===== config.mk =====
export PLATFORM = sky130hd
export DESIGN_NAME = ecmd_cm_select
export DESIGN_NICKNAME = d
export VERILOG_FILES = /design/src/core/ecmd_word_map.v /design/src/core/ecmd_cm_select.v
export VERILOG_INCLUDE_DIRS = /design/src /design/src/inc
export SDC_FILE = /design/constraint.sdc
export NUM_CORES = 1
export LEC_CHECK = 0
export ABC_AREA = 1
export BUFFER_PORTS_ARGS = -buffer_cell sky130_fd_sc_hd__buf_2
export CORE_MARGIN = 2
export CORE_UTILIZATION = 45
export DETAILED_ROUTE_END_ITERATION = 6
export PLACE_DENSITY = 0.79
export REMOVE_ABC_BUFFERS = 1
export SKIP_LAST_GASP = 1
export SLEW_MARGIN = 20
export SYNTH_ARGS = -nofsm -noshare
export SYNTH_HDL_FRONTEND = slang
export SYNTH_SLANG_ARGS = --single-unit

===== constraint.sdc =====
create_clock -name clock_i -period 1.69 [get_ports clock_i]
set_clock_uncertainty 0.15 [all_clocks]
set_input_delay 0.338 -clock clock_i [delete_from_list [all_inputs] [get_ports clock_i]]
set_output_delay 0.338 -clock clock_i [all_outputs]
set_load 0.05 [all_outputs]

===== src/inc/ecmd_consts.vh =====
// constants for the common-mode select and frame mode decode block
`ifndef ECMD_CONSTS_VH
`define ECMD_CONSTS_VH

// ----------------------------------------
// register indices, byte address is index times four
// ----------------------------------------
`define ECMD_IDX_CHAN_CTRL 6'h01
`define ECMD_IDX_CM_REF_CTRL 6'h05
`define ECMD_IDX_FRAME_CTRL 6'h0a
`define ECMD_IDX_STATUS 6'h0b

// ----------------------------------------
// field positions
// ----------------------------------------
`define ECMD_CHAN_CFG_BIT 10
`define ECMD_FRAME_FMT_BIT 4
`define ECMD_CE_REF_ON_BIT 8
`define ECMD_PWR_ON_BIT 7
`define ECMD_DRIVE_BIT 6
`define ECMD_EXT_CM_BIT 5
`define ECMD_LA_BIT 4
`define ECMD_LL_BIT 3
`define ECMD_RA_BIT 2
`define ECMD_V1_BIT 1
`define ECMD_V2_BIT 0
`define ECMD_STAT_SW_LSB 0
`define ECMD_STAT_MODE_LSB 8
`define ECMD_STAT_VALID_BIT 11
`define ECMD_STAT_ROUTE_LSB 16

// ----------------------------------------
// reset values
// ----------------------------------------
`define ECMD_RST_CM_REF 9'h000
`define ECMD_RST_BIT 1'b0

// ----------------------------------------
// frame modes, code is {format, input config, common electrode}
// ----------------------------------------
`define ECMD_MODE_DIGITAL_LEAD 3'h0
`define ECMD_MODE_CE_A 3'h1
`define ECMD_MODE_ANALOG_LEAD 3'h2
`define ECMD_MODE_SE_ELECTRODE 3'h4
`define ECMD_MODE_CE_B 3'h5

// ----------------------------------------
// word content codes
// ----------------------------------------
`define ECMD_W_NONE 5'h00
`define ECMD_W_LEAD_I 5'h01
`define ECMD_W_LEAD_II 5'h02
`define ECMD_W_LEAD_III 5'h03
`define ECMD_W_V1_VCM 5'h04
`define ECMD_W_V2_VCM 5'h05
`define ECMD_W_V1_WCT 5'h06
`define ECMD_W_V2_WCT 5'h07
`define ECMD_W_V3_CE_PRIME 5'h08
`define ECMD_W_V1_CE_PRIME 5'h09
`define ECMD_W_V2_CE_PRIME 5'h0a
`define ECMD_W_LA_VCM 5'h0b
`define ECMD_W_LL_VCM 5'h0c
`define ECMD_W_RA_VCM 5'h0d
`define ECMD_W_LA_CE 5'h0e
`define ECMD_W_LL_CE 5'h0f
`define ECMD_W_V1_CE 5'h10
`define ECMD_W_V2_CE 5'h11
`define ECMD_W_V3_CE 5'h12

`endif


===== src/core/ecmd_word_map.v =====
// word content map for each frame mode
`timescale 1ns/1ps
`include "ecmd_consts.vh"

module ecmd_word_map
(
	input wire [2:0] mode_i,
	output reg [4:0] word1_o,
	output reg [4:0] word2_o,
	output reg [4:0] word3_o,
	output reg [4:0] word4_o,
	output reg [4:0] word5_o,
	output reg valid_o
);

	always @*
	begin
		word1_o = `ECMD_W_NONE;
		word2_o = `ECMD_W_NONE;
		word3_o = `ECMD_W_NONE;
		word4_o = `ECMD_W_NONE;
		word5_o = `ECMD_W_NONE;
		valid_o = 1'b1;
		case (mode_i)
			`ECMD_MODE_ANALOG_LEAD:
			begin
				word1_o = `ECMD_W_LEAD_I;
				word2_o = `ECMD_W_LEAD_II;
				word3_o = `ECMD_W_LEAD_III;
				word4_o = `ECMD_W_V1_VCM;
				word5_o = `ECMD_W_V2_VCM;
			end
			`ECMD_MODE_DIGITAL_LEAD:
			begin
				word1_o = `ECMD_W_LEAD_I;
				word2_o = `ECMD_W_LEAD_II;
				word3_o = `ECMD_W_LEAD_III;
				word4_o = `ECMD_W_V1_WCT;
				word5_o = `ECMD_W_V2_WCT;
			end
			`ECMD_MODE_CE_A:
			begin
				word1_o = `ECMD_W_LEAD_I;
				word2_o = `ECMD_W_LEAD_II;
				word3_o = `ECMD_W_V3_CE_PRIME;
				word4_o = `ECMD_W_V1_CE_PRIME;
				word5_o = `ECMD_W_V2_CE_PRIME;
			end
			`ECMD_MODE_SE_ELECTRODE:
			begin
				word1_o = `ECMD_W_LA_VCM;
				word2_o = `ECMD_W_LL_VCM;
				word3_o = `ECMD_W_RA_VCM;
				word4_o = `ECMD_W_V1_VCM;
				word5_o = `ECMD_W_V2_VCM;
			end
			`ECMD_MODE_CE_B:
			begin
				word1_o = `ECMD_W_LA_CE;
				word2_o = `ECMD_W_LL_CE;
				word3_o = `ECMD_W_V1_CE;
				word4_o = `ECMD_W_V2_CE;
				word5_o = `ECMD_W_V3_CE;
			end
			default:
			begin
				// combinations with no defined word layout
				valid_o = 1'b0;
			end
		endcase
	end

endmodule


===== src/core/ecmd_cm_select.v =====
// common-mode switch decode, frame mode decode and apb register file
//
// Our own choices: the APB interface to the registers and the placing of the registers.
`timescale 1ns/1ps
`include "ecmd_consts.vh"

module ecmd_cm_select
(
	input wire clock_i,
	input wire nrst_i,
	input wire [7:0] paddr_i,
	input wire psel_i,
	input wire penable_i,
	input wire pwrite_i,
	input wire [31:0] pwdata_i,
	output wire [31:0] prdata_o,
	output wire pready_o,
	output wire pslverr_o,
	output wire [7:1] cm_switch_o,
	output wire [5:0] drive_route_o,
	output wire cm_output_en_o,
	output wire frame_format_sel_o,
	output wire channel_input_config_o,
	output wire common_electrode_ref_on_o,
	output wire [2:0] frame_mode_o,
	output wire frame_mode_valid_o,
	output wire [4:0] word1_src_o,
	output wire [4:0] word2_src_o,
	output wire [4:0] word3_src_o,
	output wire [4:0] word4_src_o,
	output wire [4:0] word5_src_o
);

	// ----------------------------------------
	// software visible control bits
	// ----------------------------------------
	reg frame_format_sel_q;
	reg channel_input_config_q;
	reg [8:0] cm_ref_ctrl_q;

	wire common_electrode_ref_on;
	wire common_mode_power_on;
	wire cm_drive_out_sel;
	wire external_cm_select;
	wire left_arm_cm_contrib;
	wire left_leg_cm_contrib;
	wire right_arm_cm_contrib;
	wire chest_one_cm_contrib;
	wire chest_two_cm_contrib;

	assign common_electrode_ref_on = cm_ref_ctrl_q[`ECMD_CE_REF_ON_BIT];
	assign common_mode_power_on = cm_ref_ctrl_q[`ECMD_PWR_ON_BIT];
	assign cm_drive_out_sel = cm_ref_ctrl_q[`ECMD_DRIVE_BIT];
	assign external_cm_select = cm_ref_ctrl_q[`ECMD_EXT_CM_BIT];
	assign left_arm_cm_contrib = cm_ref_ctrl_q[`ECMD_LA_BIT];
	assign left_leg_cm_contrib = cm_ref_ctrl_q[`ECMD_LL_BIT];
	assign right_arm_cm_contrib = cm_ref_ctrl_q[`ECMD_RA_BIT];
	assign chest_one_cm_contrib = cm_ref_ctrl_q[`ECMD_V1_BIT];
	assign chest_two_cm_contrib = cm_ref_ctrl_q[`ECMD_V2_BIT];

	// ----------------------------------------
	// apb decode
	// ----------------------------------------
	wire [5:0] reg_idx;
	wire addr_aligned;
	wire hit_chan;
	wire hit_cm_ref;
	wire hit_frame;
	wire hit_status;
	wire addr_mapped;
	wire setup_phase;
	wire access_phase;
	wire wr_en;

	assign reg_idx = paddr_i[7:2];
	assign addr_aligned = (paddr_i[1:0] == 2'h0);
	assign hit_chan = addr_aligned && (reg_idx == `ECMD_IDX_CHAN_CTRL);
	assign hit_cm_ref = addr_aligned && (reg_idx == `ECMD_IDX_CM_REF_CTRL);
	assign hit_frame = addr_aligned && (reg_idx == `ECMD_IDX_FRAME_CTRL);
	assign hit_status = addr_aligned && (reg_idx == `ECMD_IDX_STATUS);
	assign addr_mapped = hit_chan || hit_cm_ref || hit_frame || hit_status;
	assign setup_phase = psel_i && !penable_i;
	assign access_phase = psel_i && penable_i;

	// zero wait states: read data is captured in the setup cycle
	assign pready_o = 1'b1;
	// bad address flags only in the access cycle; its write is dropped
	assign pslverr_o = access_phase && !addr_mapped;
	assign wr_en = access_phase && pwrite_i;

	// ----------------------------------------
	// control registers
	// ----------------------------------------
	always @(posedge clock_i)
	begin
		if (!nrst_i)
		begin
			frame_format_sel_q <= `ECMD_RST_BIT;
			channel_input_config_q <= `ECMD_RST_BIT;
			cm_ref_ctrl_q <= `ECMD_RST_CM_REF;
		end
		else if (wr_en)
		begin
			if (hit_frame)
			begin
				frame_format_sel_q <= pwdata_i[`ECMD_FRAME_FMT_BIT];
			end
			if (hit_chan)
			begin
				channel_input_config_q <= pwdata_i[`ECMD_CHAN_CFG_BIT];
			end
			if (hit_cm_ref)
			begin
				cm_ref_ctrl_q <= pwdata_i[8:0];
			end
		end
	end

	// ----------------------------------------
	// common-mode switch decode
	// ----------------------------------------
	reg [7:1] sw_d;
	reg [5:0] route_d;
	reg [4:0] electrode_sw;

	// drive redirect and summing share the contribution bits, one use at a time
	always @*
	begin
		sw_d = 7'h00;
		route_d = 6'h00;
		electrode_sw = 5'h00;
		if (!common_mode_power_on)
		begin
			// everything open and no drive redirect
			sw_d = 7'h00;
			route_d = 6'h00;
		end
		else if (external_cm_select)
		begin
			// electrode bits have no say on the switches here
			sw_d[1] = 1'b1;
			route_d[5] = cm_drive_out_sel;
		end
		else
		begin
			if (!cm_drive_out_sel)
			begin
				electrode_sw[0] = left_arm_cm_contrib;
				electrode_sw[1] = left_leg_cm_contrib;
				electrode_sw[2] = right_arm_cm_contrib;
				electrode_sw[3] = chest_one_cm_contrib;
				electrode_sw[4] = chest_two_cm_contrib;
			end
			else
			begin
				// contribution bits steer the drive instead of the sum
				route_d[0] = left_arm_cm_contrib;
				route_d[1] = left_leg_cm_contrib;
				route_d[2] = right_arm_cm_contrib;
				route_d[3] = chest_one_cm_contrib;
				route_d[4] = chest_two_cm_contrib;
			end
			sw_d[6:2] = electrode_sw;
			// reference only when no electrode contributes, so node never floats
			sw_d[7] = ~(|electrode_sw);
		end
		// reference and external input are mutually exclusive
		if (sw_d[1])
		begin
			sw_d[7] = 1'b0;
		end
	end

	// ----------------------------------------
	// registered switch and route outputs
	// ----------------------------------------
	reg [7:1] cm_switch_q;
	reg [5:0] drive_route_q;
	reg cm_output_en_q;

	always @(posedge clock_i)
	begin
		if (!nrst_i)
		begin
			cm_switch_q <= 7'h00;
			drive_route_q <= 6'h00;
			cm_output_en_q <= 1'b0;
		end
		else
		begin
			cm_switch_q <= sw_d;
			drive_route_q <= route_d;
			cm_output_en_q <= common_mode_power_on;
		end
	end

	assign cm_switch_o = cm_switch_q;
	assign drive_route_o = drive_route_q;
	assign cm_output_en_o = cm_output_en_q;

	// ----------------------------------------
	// frame mode decode
	// ----------------------------------------
	wire [2:0] mode_code;
	wire [4:0] map_w1;
	wire [4:0] map_w2;
	wire [4:0] map_w3;
	wire [4:0] map_w4;
	wire [4:0] map_w5;
	wire map_valid;

	assign mode_code = {frame_format_sel_q, channel_input_config_q,
		common_electrode_ref_on};

	ecmd_word_map u_word_map
	(
		.mode_i(mode_code),
		.word1_o(map_w1),
		.word2_o(map_w2),
		.word3_o(map_w3),
		.word4_o(map_w4),
		.word5_o(map_w5),
		.valid_o(map_valid)
	);

	reg [2:0] frame_mode_q;
	reg frame_mode_valid_q;
	reg [4:0] word1_q;
	reg [4:0] word2_q;
	reg [4:0] word3_q;
	reg [4:0] word4_q;
	reg [4:0] word5_q;
	reg frame_format_out_q;
	reg chan_cfg_out_q;
	reg ce_ref_out_q;

	// codes with no layout give NONE words, so no stale map is shown

	always @(posedge clock_i)
	begin
		if (!nrst_i)
		begin
			frame_mode_q <= `ECMD_MODE_DIGITAL_LEAD;
			frame_mode_valid_q <= 1'b0;
			word1_q <= `ECMD_W_NONE;
			word2_q <= `ECMD_W_NONE;
			word3_q <= `ECMD_W_NONE;
			word4_q <= `ECMD_W_NONE;
			word5_q <= `ECMD_W_NONE;
			frame_format_out_q <= 1'b0;
			chan_cfg_out_q <= 1'b0;
			ce_ref_out_q <= 1'b0;
		end
		else
		begin
			frame_mode_q <= mode_code;
			frame_mode_valid_q <= map_valid;
			word1_q <= map_w1;
			word2_q <= map_w2;
			word3_q <= map_w3;
			word4_q <= map_w4;
			word5_q <= map_w5;
			frame_format_out_q <= frame_format_sel_q;
			chan_cfg_out_q <= channel_input_config_q;
			ce_ref_out_q <= common_electrode_ref_on;
		end
	end

	assign frame_mode_o = frame_mode_q;
	assign frame_mode_valid_o = frame_mode_valid_q;
	assign word1_src_o = word1_q;
	assign word2_src_o = word2_q;
	assign word3_src_o = word3_q;
	assign word4_src_o = word4_q;
	assign word5_src_o = word5_q;
	assign frame_format_sel_o = frame_format_out_q;
	assign channel_input_config_o = chan_cfg_out_q;
	assign common_electrode_ref_on_o = ce_ref_out_q;

	// ----------------------------------------
	// read path
	// ----------------------------------------
	reg [31:0] rdata_d;
	reg [31:0] prdata_q;

	always @*
	begin
		rdata_d = 32'h0000_0000;
		if (hit_chan)
		begin
			rdata_d[`ECMD_CHAN_CFG_BIT] = channel_input_config_q;
		end
		else if (hit_cm_ref)
		begin
			rdata_d[8:0] = cm_ref_ctrl_q;
		end
		else if (hit_frame)
		begin
			rdata_d[`ECMD_FRAME_FMT_BIT] = frame_format_sel_q;
		end
		else if (hit_status)
		begin
			// live switch state shows the block's own decode result
			rdata_d[`ECMD_STAT_SW_LSB +: 7] = cm_switch_q;
			rdata_d[`ECMD_STAT_MODE_LSB +: 3] = frame_mode_q;
			rdata_d[`ECMD_STAT_VALID_BIT] = frame_mode_valid_q;
			rdata_d[`ECMD_STAT_ROUTE_LSB +: 6] = drive_route_q;
		end
	end

	// ----------------------------------------
	// read data register
	// ----------------------------------------
	// status lags a control write by one clock, as the decode is registered
	// sampled at setup so the access cycle can answer at once
	always @(posedge clock_i)
	begin
		if (!nrst_i)
		begin
			prdata_q <= 32'h0000_0000;
		end
		else if (setup_phase && !pwrite_i)
		begin
			prdata_q <= rdata_d;
		end
	end

	assign prdata_o = prdata_q;

endmodule


; ---- Word-level counts from Yosys, hierarchy flattened
; Index checks and enable logic that the tools add are counted.
; W data, S select, Z words.
[totals]
latch_bits = 0
wordCells = 89
rom_bits = 0
mem_bits_rw = 0
out_inout_bits = 80
memories = 0
ff_bits = 75
[classes]
reduce_logical = 29
eq_ne = 8
n_addsub = 0
n_mul = 0
order_cmp = 0
n_bitwise = 4
div = 0
muxes = 28
shift = 0
[op_table]
columns = op, n
row1 = $pmux W5 S4, 3
row2 = $mux W6, 4
row3 = $pmux W4 S3, 2
row4 = $mux W5, 3
row5 = $mux W7, 2
row6 = $eq A6 B4 Y1 const B, 2
row7 = $mux W4, 3
row8 = $mux W10, 1
row9 = $reduce_or A5 Y1, 2
row10 = $logic_and A1 B1 Y1, 9
row11 = $mux W1, 8
row12 = $reduce_or A4 Y1, 2
row13 = $eq A3 B3 Y1 const B, 2
row14 = $eq A6 B1 Y1 const B, 1
row15 = $eq A6 B3 Y1 const B, 1
row16 = $reduce_and A2 Y1, 3
row17 = $reduce_or A3 Y1, 2
row18 = $not A1 Y1, 4
row19 = $reduce_or A2 Y1, 2
row20 = $eq A3 B1 Y1 const B, 1
row21 = $eq A3 B2 Y1 const B, 1
row22 = $logic_not A1 Y1, 3
row23 = $logic_not A3 Y1, 1
row24 = $logic_or A1 B1 Y1, 3
row25 = 4 further kinds, 4

; ---- Logic depth before layout (Yosys ltp)
; Gate-level depths: netlist of run 1.
[depth]
depth_word = 7
depth_mapped = 9
depth_no_buf = 9

; ---- Cells and area by module
; Synthesis of run 1 repeated with hierarchy kept, for this count alone.
[hier_totals]
hier_cells = 382
area_unflattened_um2 = 2999.1
[modules_own_cells]
columns = module, cells_per_inst, seq_area_each_um2, n_inst, area_per_inst_um2
row1 = ecmd_cm_select, 344, 1441.4, 1, 2805.2
row2 = ecmd_word_map, 38, 0.0, 1, 193.9

; ---- Worst setup path after synthesis of run 1
; OpenSTA, ideal clock, no wires.
[synth_timing]
path_type = input to output
startpoint = in paddr_i[6]
endpoint = out pslverr_o
path_buffers = 0
cell_stages = 6
arrival_ns = 2.294
path_slack_ns = -1.092
t_required_ns = 1.202
path_cell_list = inv_1 > nand2_1 > nor2_4 > nand2_4 > inv_4 > nor4b_1
[synth_via]
elab_chain_cells = 7
elab_cells_between_ends = 13
classes_between = eq/ne: 4 / reduce/logical: 9
[synth_lines]
columns = element, line_no
row1 = from (decl), ecmd_cm_select.v:11  ; input wire [7:0] paddr_i,
row2 = $eq A6 B1 Y1 (no source line) or $eq A6 B3 Y1 (tied branches), n/a
row3 = "$logic_and A1 B1 Y1, on equally long branches", "ecmd_cm_select.v:77, ecmd_cm_select.v:78"
row4 = $logic_or A1 B1 Y1 (2 in a row), ecmd_cm_select.v:81  ; assign addr_mapped = hit_chan || hit_cm_ref || hit_frame || hit_status;
row5 = $logic_or A1 B1 Y1 (*), ecmd_cm_select.v:81
row6 = $logic_not A1 Y1 (*), ecmd_cm_select.v:88  ; assign pslverr_o = access_phase && !addr_mapped;
row7 = $logic_and A1 B1 Y1 (*), ecmd_cm_select.v:88
row8 = to (decl), ecmd_cm_select.v:18  ; output wire pslverr_o,
; Mark *: on every way between the ends. The rest lies on a longest branch, timed or not.

; ---- Worst setup path in the final report of run 1
[layout_timing]
startpoint = in paddr_i[7]
endpoint = out pslverr_o
; Same word-level chain as after synthesis.

==> impl_metrics.tcl, run 1 <==
set metrics [dict create \
    clk_latency_ps 320 \
    hold_viol_final 0 \
    htree_levels 3 \
    worstHoldEndpoint "cm_ref_ctrl_q[1]" \
    clk_pin_slew_ps 60 \
    antenna_found_initial 0 \
    use_met3 0.0465 \
    slowest_stage "buf_6" \
    dieArea_um2 6080 \
    period_share 0.995 \
    grt_pass1_wl_um 9200 \
    fmax_ghz 0.595 \
    synth_area_per_cell_um2 8.12 \
    r2r_cells 5 \
    critical_path.max_fanout 2 \
    cts_hold_buf 0 \
    p_sw_w 0.000748 \
    ys_ff_latch 61 \
    grt_start_max_net_pins 19 \
    synthArstFlopShare 0 \
    cp_top_family "simple AND/OR/NAND/NOR gates" \
    crit_path_end_kind "output pin" \
    met2_usage 0.343 \
    cts_tree "done" \
    via_per_inst 4.63 \
    synth_cell_types 30 \
    cp_common_cell "buf_6" \
    grt_overflow_total 0 \
    power_w 0.00305 \
    n_antenna_cell 0 \
    routabilityCongestion 0.835 \
    clockBufferDepth 2 \
    power_frac_seq 0.477 \
    num_rows 26 \
    cts_made_buffers 9 \
    leakagePower_nw 1.59 \
    regToRegSetupSlack_ps 500 \
    path_class "input pin to output pin" \
    rr_startpoint "channel_input_config_q" \
    first_pass_iters 5 \
    clock_sinks 61 \
    max_stage_delay_ps 150 \
    crit_required_ps 1200 \
    place_area_um2 2900 \
    worstHoldPathType "input pin to flip-flop" \
    hpwl_um 4070 \
    ir_drop_uv 665 \
    netlist_area_um2 2460 \
    cp_num_buf_inv 3 \
    wirelength_um 5870 \
    start_util 0.473 \
    drv_slew 0 \
    seq_area_frac_synth 0.496 \
    coreArea_um2 5200 \
    synth-edff-count 0 \
    synth_ff_type "dfxtp_1" \
    period_needed_ps 1680 \
    rsz0062_at_grt "true" \
    die_w_um 78.0 \
    pin_count 125 \
    min_from "pwdata_i[1]" \
    path_cells "buf_6, buf_6, nor2_4, nand2_2, nor2_4, nand2_2, nor4b_4, buf_6" \
    dr_total_vias 2217 \
    stdcell_count 479 \
    io_buffers 85 \
    netlist_instances 303 \
    reg2reg_to "word1_src_o[0]" \
    die_h_um 78.0 \
    grt_pass1_vias 1976 \
    cellInternalPower_w 0.00230 \
    setup-violations-final 0 \
    outcome "finished clean" \
    grt_usage 0.196 \
    grt_use_met1 0.225 \
    post_drt_wl_per_cell_um 12.2 \
    holdPathStages 3 \
    cap_violations 0 \
    place_ws_ps -192 \
    pwr-share-clk 0.414 \
    cts_root_buf "clkbuf_8" \
    drcViolationCount 0 \
    nets 450 \
    combPwrFrac 0.108 \
    busiest_layer "met2" \
    setup_tns_ps 0 \
    placed_cells 453 \
    worst_setup_path_start_kind "input pin" \
    ys_warn_count 0 \
    design_area_um2 3300 \
    initialDrtViolationCount 97 \
    syn2layout_area_growth_pct 33.9 \
    timing.final.ws_setup_ps 9.08 \
    layout-drive-gt1-share 0.391 \
    detail-route-antenna-nets 0 \
    arrival_ps 1190 \
    swShare 0.245 \
    power.density_nw_per_um2 924 \
]
## placed cells by master, fill, tap and decap left out, types with 2 or more instances in the layout
cell type and count:
buf_2 78, nand2_2 8, nand3_1 7, nor3_1 9, clkbuf_1 3, inv_1 27
o21ai_1 11, a21oi_2 2, conb_1 17, nand2_4 2, inv_2 6, a31oi_1 2
nor2_2 2, o21ai_0 8, dfxtp_1 61, clkbuf_8 11, buf_6 10, buf_4 24
nand2_1 53, a21oi_1 30, nor2_1 19, nor2_4 8
## cell type report
type	count	area [um^2]
Clock buffer	14	163
Fill cell	451	1910
Inverter	34	130
Clock inverter	1	30.0
Multi-Input combinational cell	187	981
Sequential cell	61	1220
Tap cell	70	87.6
Timing Repair Buffer	112	683
## worst register-to-register path: cells and delay by family (launching register included)
family | cells | cell delay [ps]
AOI/OAI and AO/OA | 1 | 50
and+or+nand+nor | 2 | 250
buffers and inverters | 2 | 170
DFF | 1 | 450
## state kept, by name, indices dropped and copies added (netlist names)
signal	cells
word2_src_o	3
word3_src_o	4
frame_mode_o	3
frame_mode_valid_o	1
prdata_o	18
word4_src_o	5
cm_switch_o	7
frame_format_sel_q	1
word1_src_o	1
drive_route_o	6
word5_src_o	1
cm_ref_ctrl_q	9
cm_output_en_o	1
channel_input_config_q	1
## cells in the mapped netlist (4+ instances only)
library cell,n,area share
nand3_1,7,0.014
a21oi_1,30,0.061
nor2_2,4,0.010
nand2_1,61,0.093
dfxtp_1,61,0.50
nor2_4,5,0.023
clkbuf_1,5,0.0076
inv_1,31,0.047
o21ai_0,11,0.022
nor2_1,20,0.031
nor3_1,9,0.018
o21ai_1,8,0.016
buf_4,29,0.088
## power by group through the flow
stage	Combinational (W)	Clock, W	Sequential, W
finish	0.000330	0.00126	0.00145
global route	0.000350	0.00136	0.00145
CTS	0.000310	0.00128	0.00145
detailed placement	0.000286	0	0.00149
global placement	0.000281	0	0.00149
floorplan	0.000143	0	0.00154
## routing by layer
layer  part of all wire  wire length [um]  up-vias
li1                   -                 -     1121
met1               0.40              2370     1011
met2               0.53              3090       79
met3              0.056               329        6
met4              0.013                76        0
met5                  0                 0        -
## worst max path at each step
stage | to | slack, ps | start | cells past startpoint
floorplan | pslverr_o | -1090 | paddr_i[6] | 6
global placement | pslverr_o | -180 | paddr_i[1] | 7
detailed placement | pslverr_o | -190 | paddr_i[6] | 7
CTS | pslverr_o | 3 | paddr_i[5] | 6
global route | cm_ref_ctrl_q[1] | -20 | paddr_i[7] | 11
finish | pslverr_o | 9 | paddr_i[7] | 8
## cell families after synthesis
| family | after synthesis | synth area share |
|---|---|---|
| simple gates | 114 | 0.225 |
| buf+inv | 71 | 0.158 |
| flops | 61 | 0.496 |
| compound gates | 55 | 0.118 |
| other cells | 2 | 0.00305 |
## timing repair
action / CTS / global route
resized for setup: 18 / 16
buffers inserted: 5 / 5
gates cloned: 0 / 1
pin swaps: 8 / 10
endpoints found under the setup margin: 1 / 9
endpoints found under the hold margin: 0 / 0
## through the flow
step           hold slack, ps   util
2_1_floorplan             273      -
3_3_place_gp              281  0.557
3_5_place_dp              305  0.557
4_1_cts                   106  0.615
5_1_grt                   143  0.633
6_report                  129  0.633
Note: power is estimated with default switching activity, not from simulation.
==> inputs of run 2 (changes only) <==
--- a/config.mk
+++ b/config.mk
@@ -8,6 +8,7 @@
 export LEC_CHECK = 0
 export ABC_AREA = 1
 export BUFFER_PORTS_ARGS = -buffer_cell sky130_fd_sc_hd__buf_2
+export CORE_ASPECT_RATIO = 1.5
 export CORE_MARGIN = 2
 export CORE_UTILIZATION = 45
 export DETAILED_ROUTE_END_ITERATION = 6
==> run 2 against run 1 <==
Effect of this change:
- maximum frequency is 0.80% lower
- hold slack worse by 2.7 ps
- total power is 0.44% higher
- non-clock buffer count is 5 lower
- the flow now finishes with violations (setup timing)
- die area is 0.19% higher
- cell count is 1.5% lower
- critical endpoint unchanged
- count of clock-buffer cells in the layout is 1 lower
- sequential cell count stayed put
- sequential share of layout area is 0.64 points higher
- largest cell class unchanged
- largest power group unchanged
==> impl_metrics.tcl, run 2 (synthesis gave the netlist of run 1 again) <==
set metrics [dict create \
    outcome "finished with violations" \
    violations "setup timing" \
    grt_usage 0.196 \
    die_w_um 64.4 \
    num_rows 33 \
    fmax_ghz 0.590 \
    clk_latency_ps 330 \
    cts_tree "done" \
    rr_startpoint "frame_format_sel_q" \
    place_ws_ps -219 \
    clk_pin_slew_ps 60 \
    critical_path.max_fanout 2 \
    reg2reg_to "word1_src_o[0]" \
    arrival_ps 1210 \
    pin_count 125 \
    met1Wirelength_um 2030 \
    worstHoldEndpoint "cm_ref_ctrl_q[1]" \
    start_util 0.459 \
    dieArea_um2 6090 \
    grt_overflow_total 0 \
    regToRegSetupSlack_ps 510 \
    nets 444 \
    final_common_cell "buf_2" \
    min_from "pwdata_i[1]" \
    die_h_um 94.6 \
    wl_met3_um 325 \
    htree_levels 3 \
    r2r_cells 5 \
    hpwl_um 4210 \
    ir_drop_uv 390 \
    worst_setup_path_start_kind "input pin" \
    period_needed_ps 1690 \
    grt_start_max_net_pins 19 \
    path_class "input pin to output pin" \
    n_antenna_cell 0 \
    design_area_um2 3240 \
    period_share 1.00 \
    worstHoldPathType "input pin to flip-flop" \
    dr_total_vias 2194 \
    antenna_found_initial 0 \
    final_cell_mix "buf_2, dfxtp_1, nand2_1, a21oi_1, inv_1" \
    crit_path_end_kind "output pin" \
    detail-route-antenna-nets 0 \
    place_area_um2 2920 \
    power_w 0.00306 \
    layout-drive-gt1-share 0.381 \
    final-seq-area_um2 1220 \
    crit_required_ps 1200 \
    holdPathStages 3 \
    setup-violations-final 1 \
    routabilityCongestion 0.895 \
    coreArea_um2 5370 \
    setup_tns_ps -4.47 \
    stdcell_count 472 \
    wirelength_um 5600 \
    top_layer_used "met4" \
    largest_reg_flops 18 \
    io_buffers 85 \
    cts_root_buf "clkbuf_8" \
    post_drt_wl_per_cell_um 11.9 \
    first_pass_iters 4 \
    leakagePower_nw 1.56 \
    multi_input_area_um2 951 \
    syn2layout_area_growth_pct 31.6 \
    power.density_nw_per_um2 945 \
    clock_sinks 61 \
    via_per_inst 4.65 \
    cap_violations 0 \
    grt_pass1_vias 2127 \
    rsz0062_at_grt "true" \
    hold_viol_final 0 \
    cts_hold_buf 0 \
    timing.final.ws_setup_ps -4.47 \
    clockBufferDepth 2 \
    placed_cells 456 \
    initialDrtViolationCount 77 \
    fillers 479 \
    drcViolationCount 0 \
    cts_made_buffers 9 \
    drv_slew 0 \
    grt_pass1_wl_um 9180 \
    met2_wirelength_um 3020 \
]
run 2: cell types whose count changed in the layout (fill, tap and decap cells not counted), sizes merged:
cell / previous run / this run
nand4: 3 / 2
clkbuf: 14 / 13
buf: 112 / 107
run 2: area by class of cell:
type / count / area share
multi-input combinational: 186 / 0.294
tap: 70 / 0.0270
sequential: 61 / 0.377
inverter: 34 / 0.0409
timing repair buffer: 107 / 0.200
clock buffer: 13 / 0.0521
clock inverter: 1 / 0.00927
run 2: per-layer routing:
| layer | up-vias | track usage |
|---|---|---|
| li1 | 1109 | - |
| met1 | 1000 | 0.192 |
| met2 | 70 | 0.371 |
| met3 | 15 | 0.0489 |
| met4 | 0 | 0.110 |
| met5 | - | 0 |
run 2: power breakdown:
| part | internal [W] | switching, W |
|---|---|---|
| clock | 0.000786 | 0.000502 |
| sequential | 0.00145 | 0.00000383 |
| combinational | 0.0000878 | 0.000230 |
run 2: how the worst max path moves through the flow:
| stage | start | end | slack, ps | cells after the start |
|---|---|---|---|---|
| 2_1_floorplan | paddr_i[6] | pslverr_o | -1090 | 6 |
| 3_3_place_gp | paddr_i[7] | pslverr_o | -220 | 7 |
| 5_1_grt | paddr_i[6] | pslverr_o | -50 | 8 |
| 4_1_cts | paddr_i[6] | pslverr_o | 2 | 8 |
| 6_report | paddr_i[6] | pslverr_o | -4 | 8 |
| 3_5_place_dp | paddr_i[7] | pslverr_o | -220 | 7 |
run 2: worst max-delay path, cell delays in order:
cell,delay [ps]
buf_6,100
buf_6,110
nor2_4,100
nand2_1,70
nor2_2,140
nand2_2,80
nor4b_4,130
buf_6,150
run 2: repair_timing:
action | 4_1_cts | 5_1_grt
cloned | 0 | 0
pin swaps | 8 | 4
resized for setup | 27 | 2
setup endpoints to repair | 1 | 1
setup buffers | 0 | 2
run 2: stage by stage:
stage          hold WS (ps)  utilization
5_1_grt                 129        0.603
6_report                127        0.603
4_1_cts                 121        0.599
3_5_place_dp            285        0.545
3_3_place_gp            281        0.545
2_1_floorplan           273            -
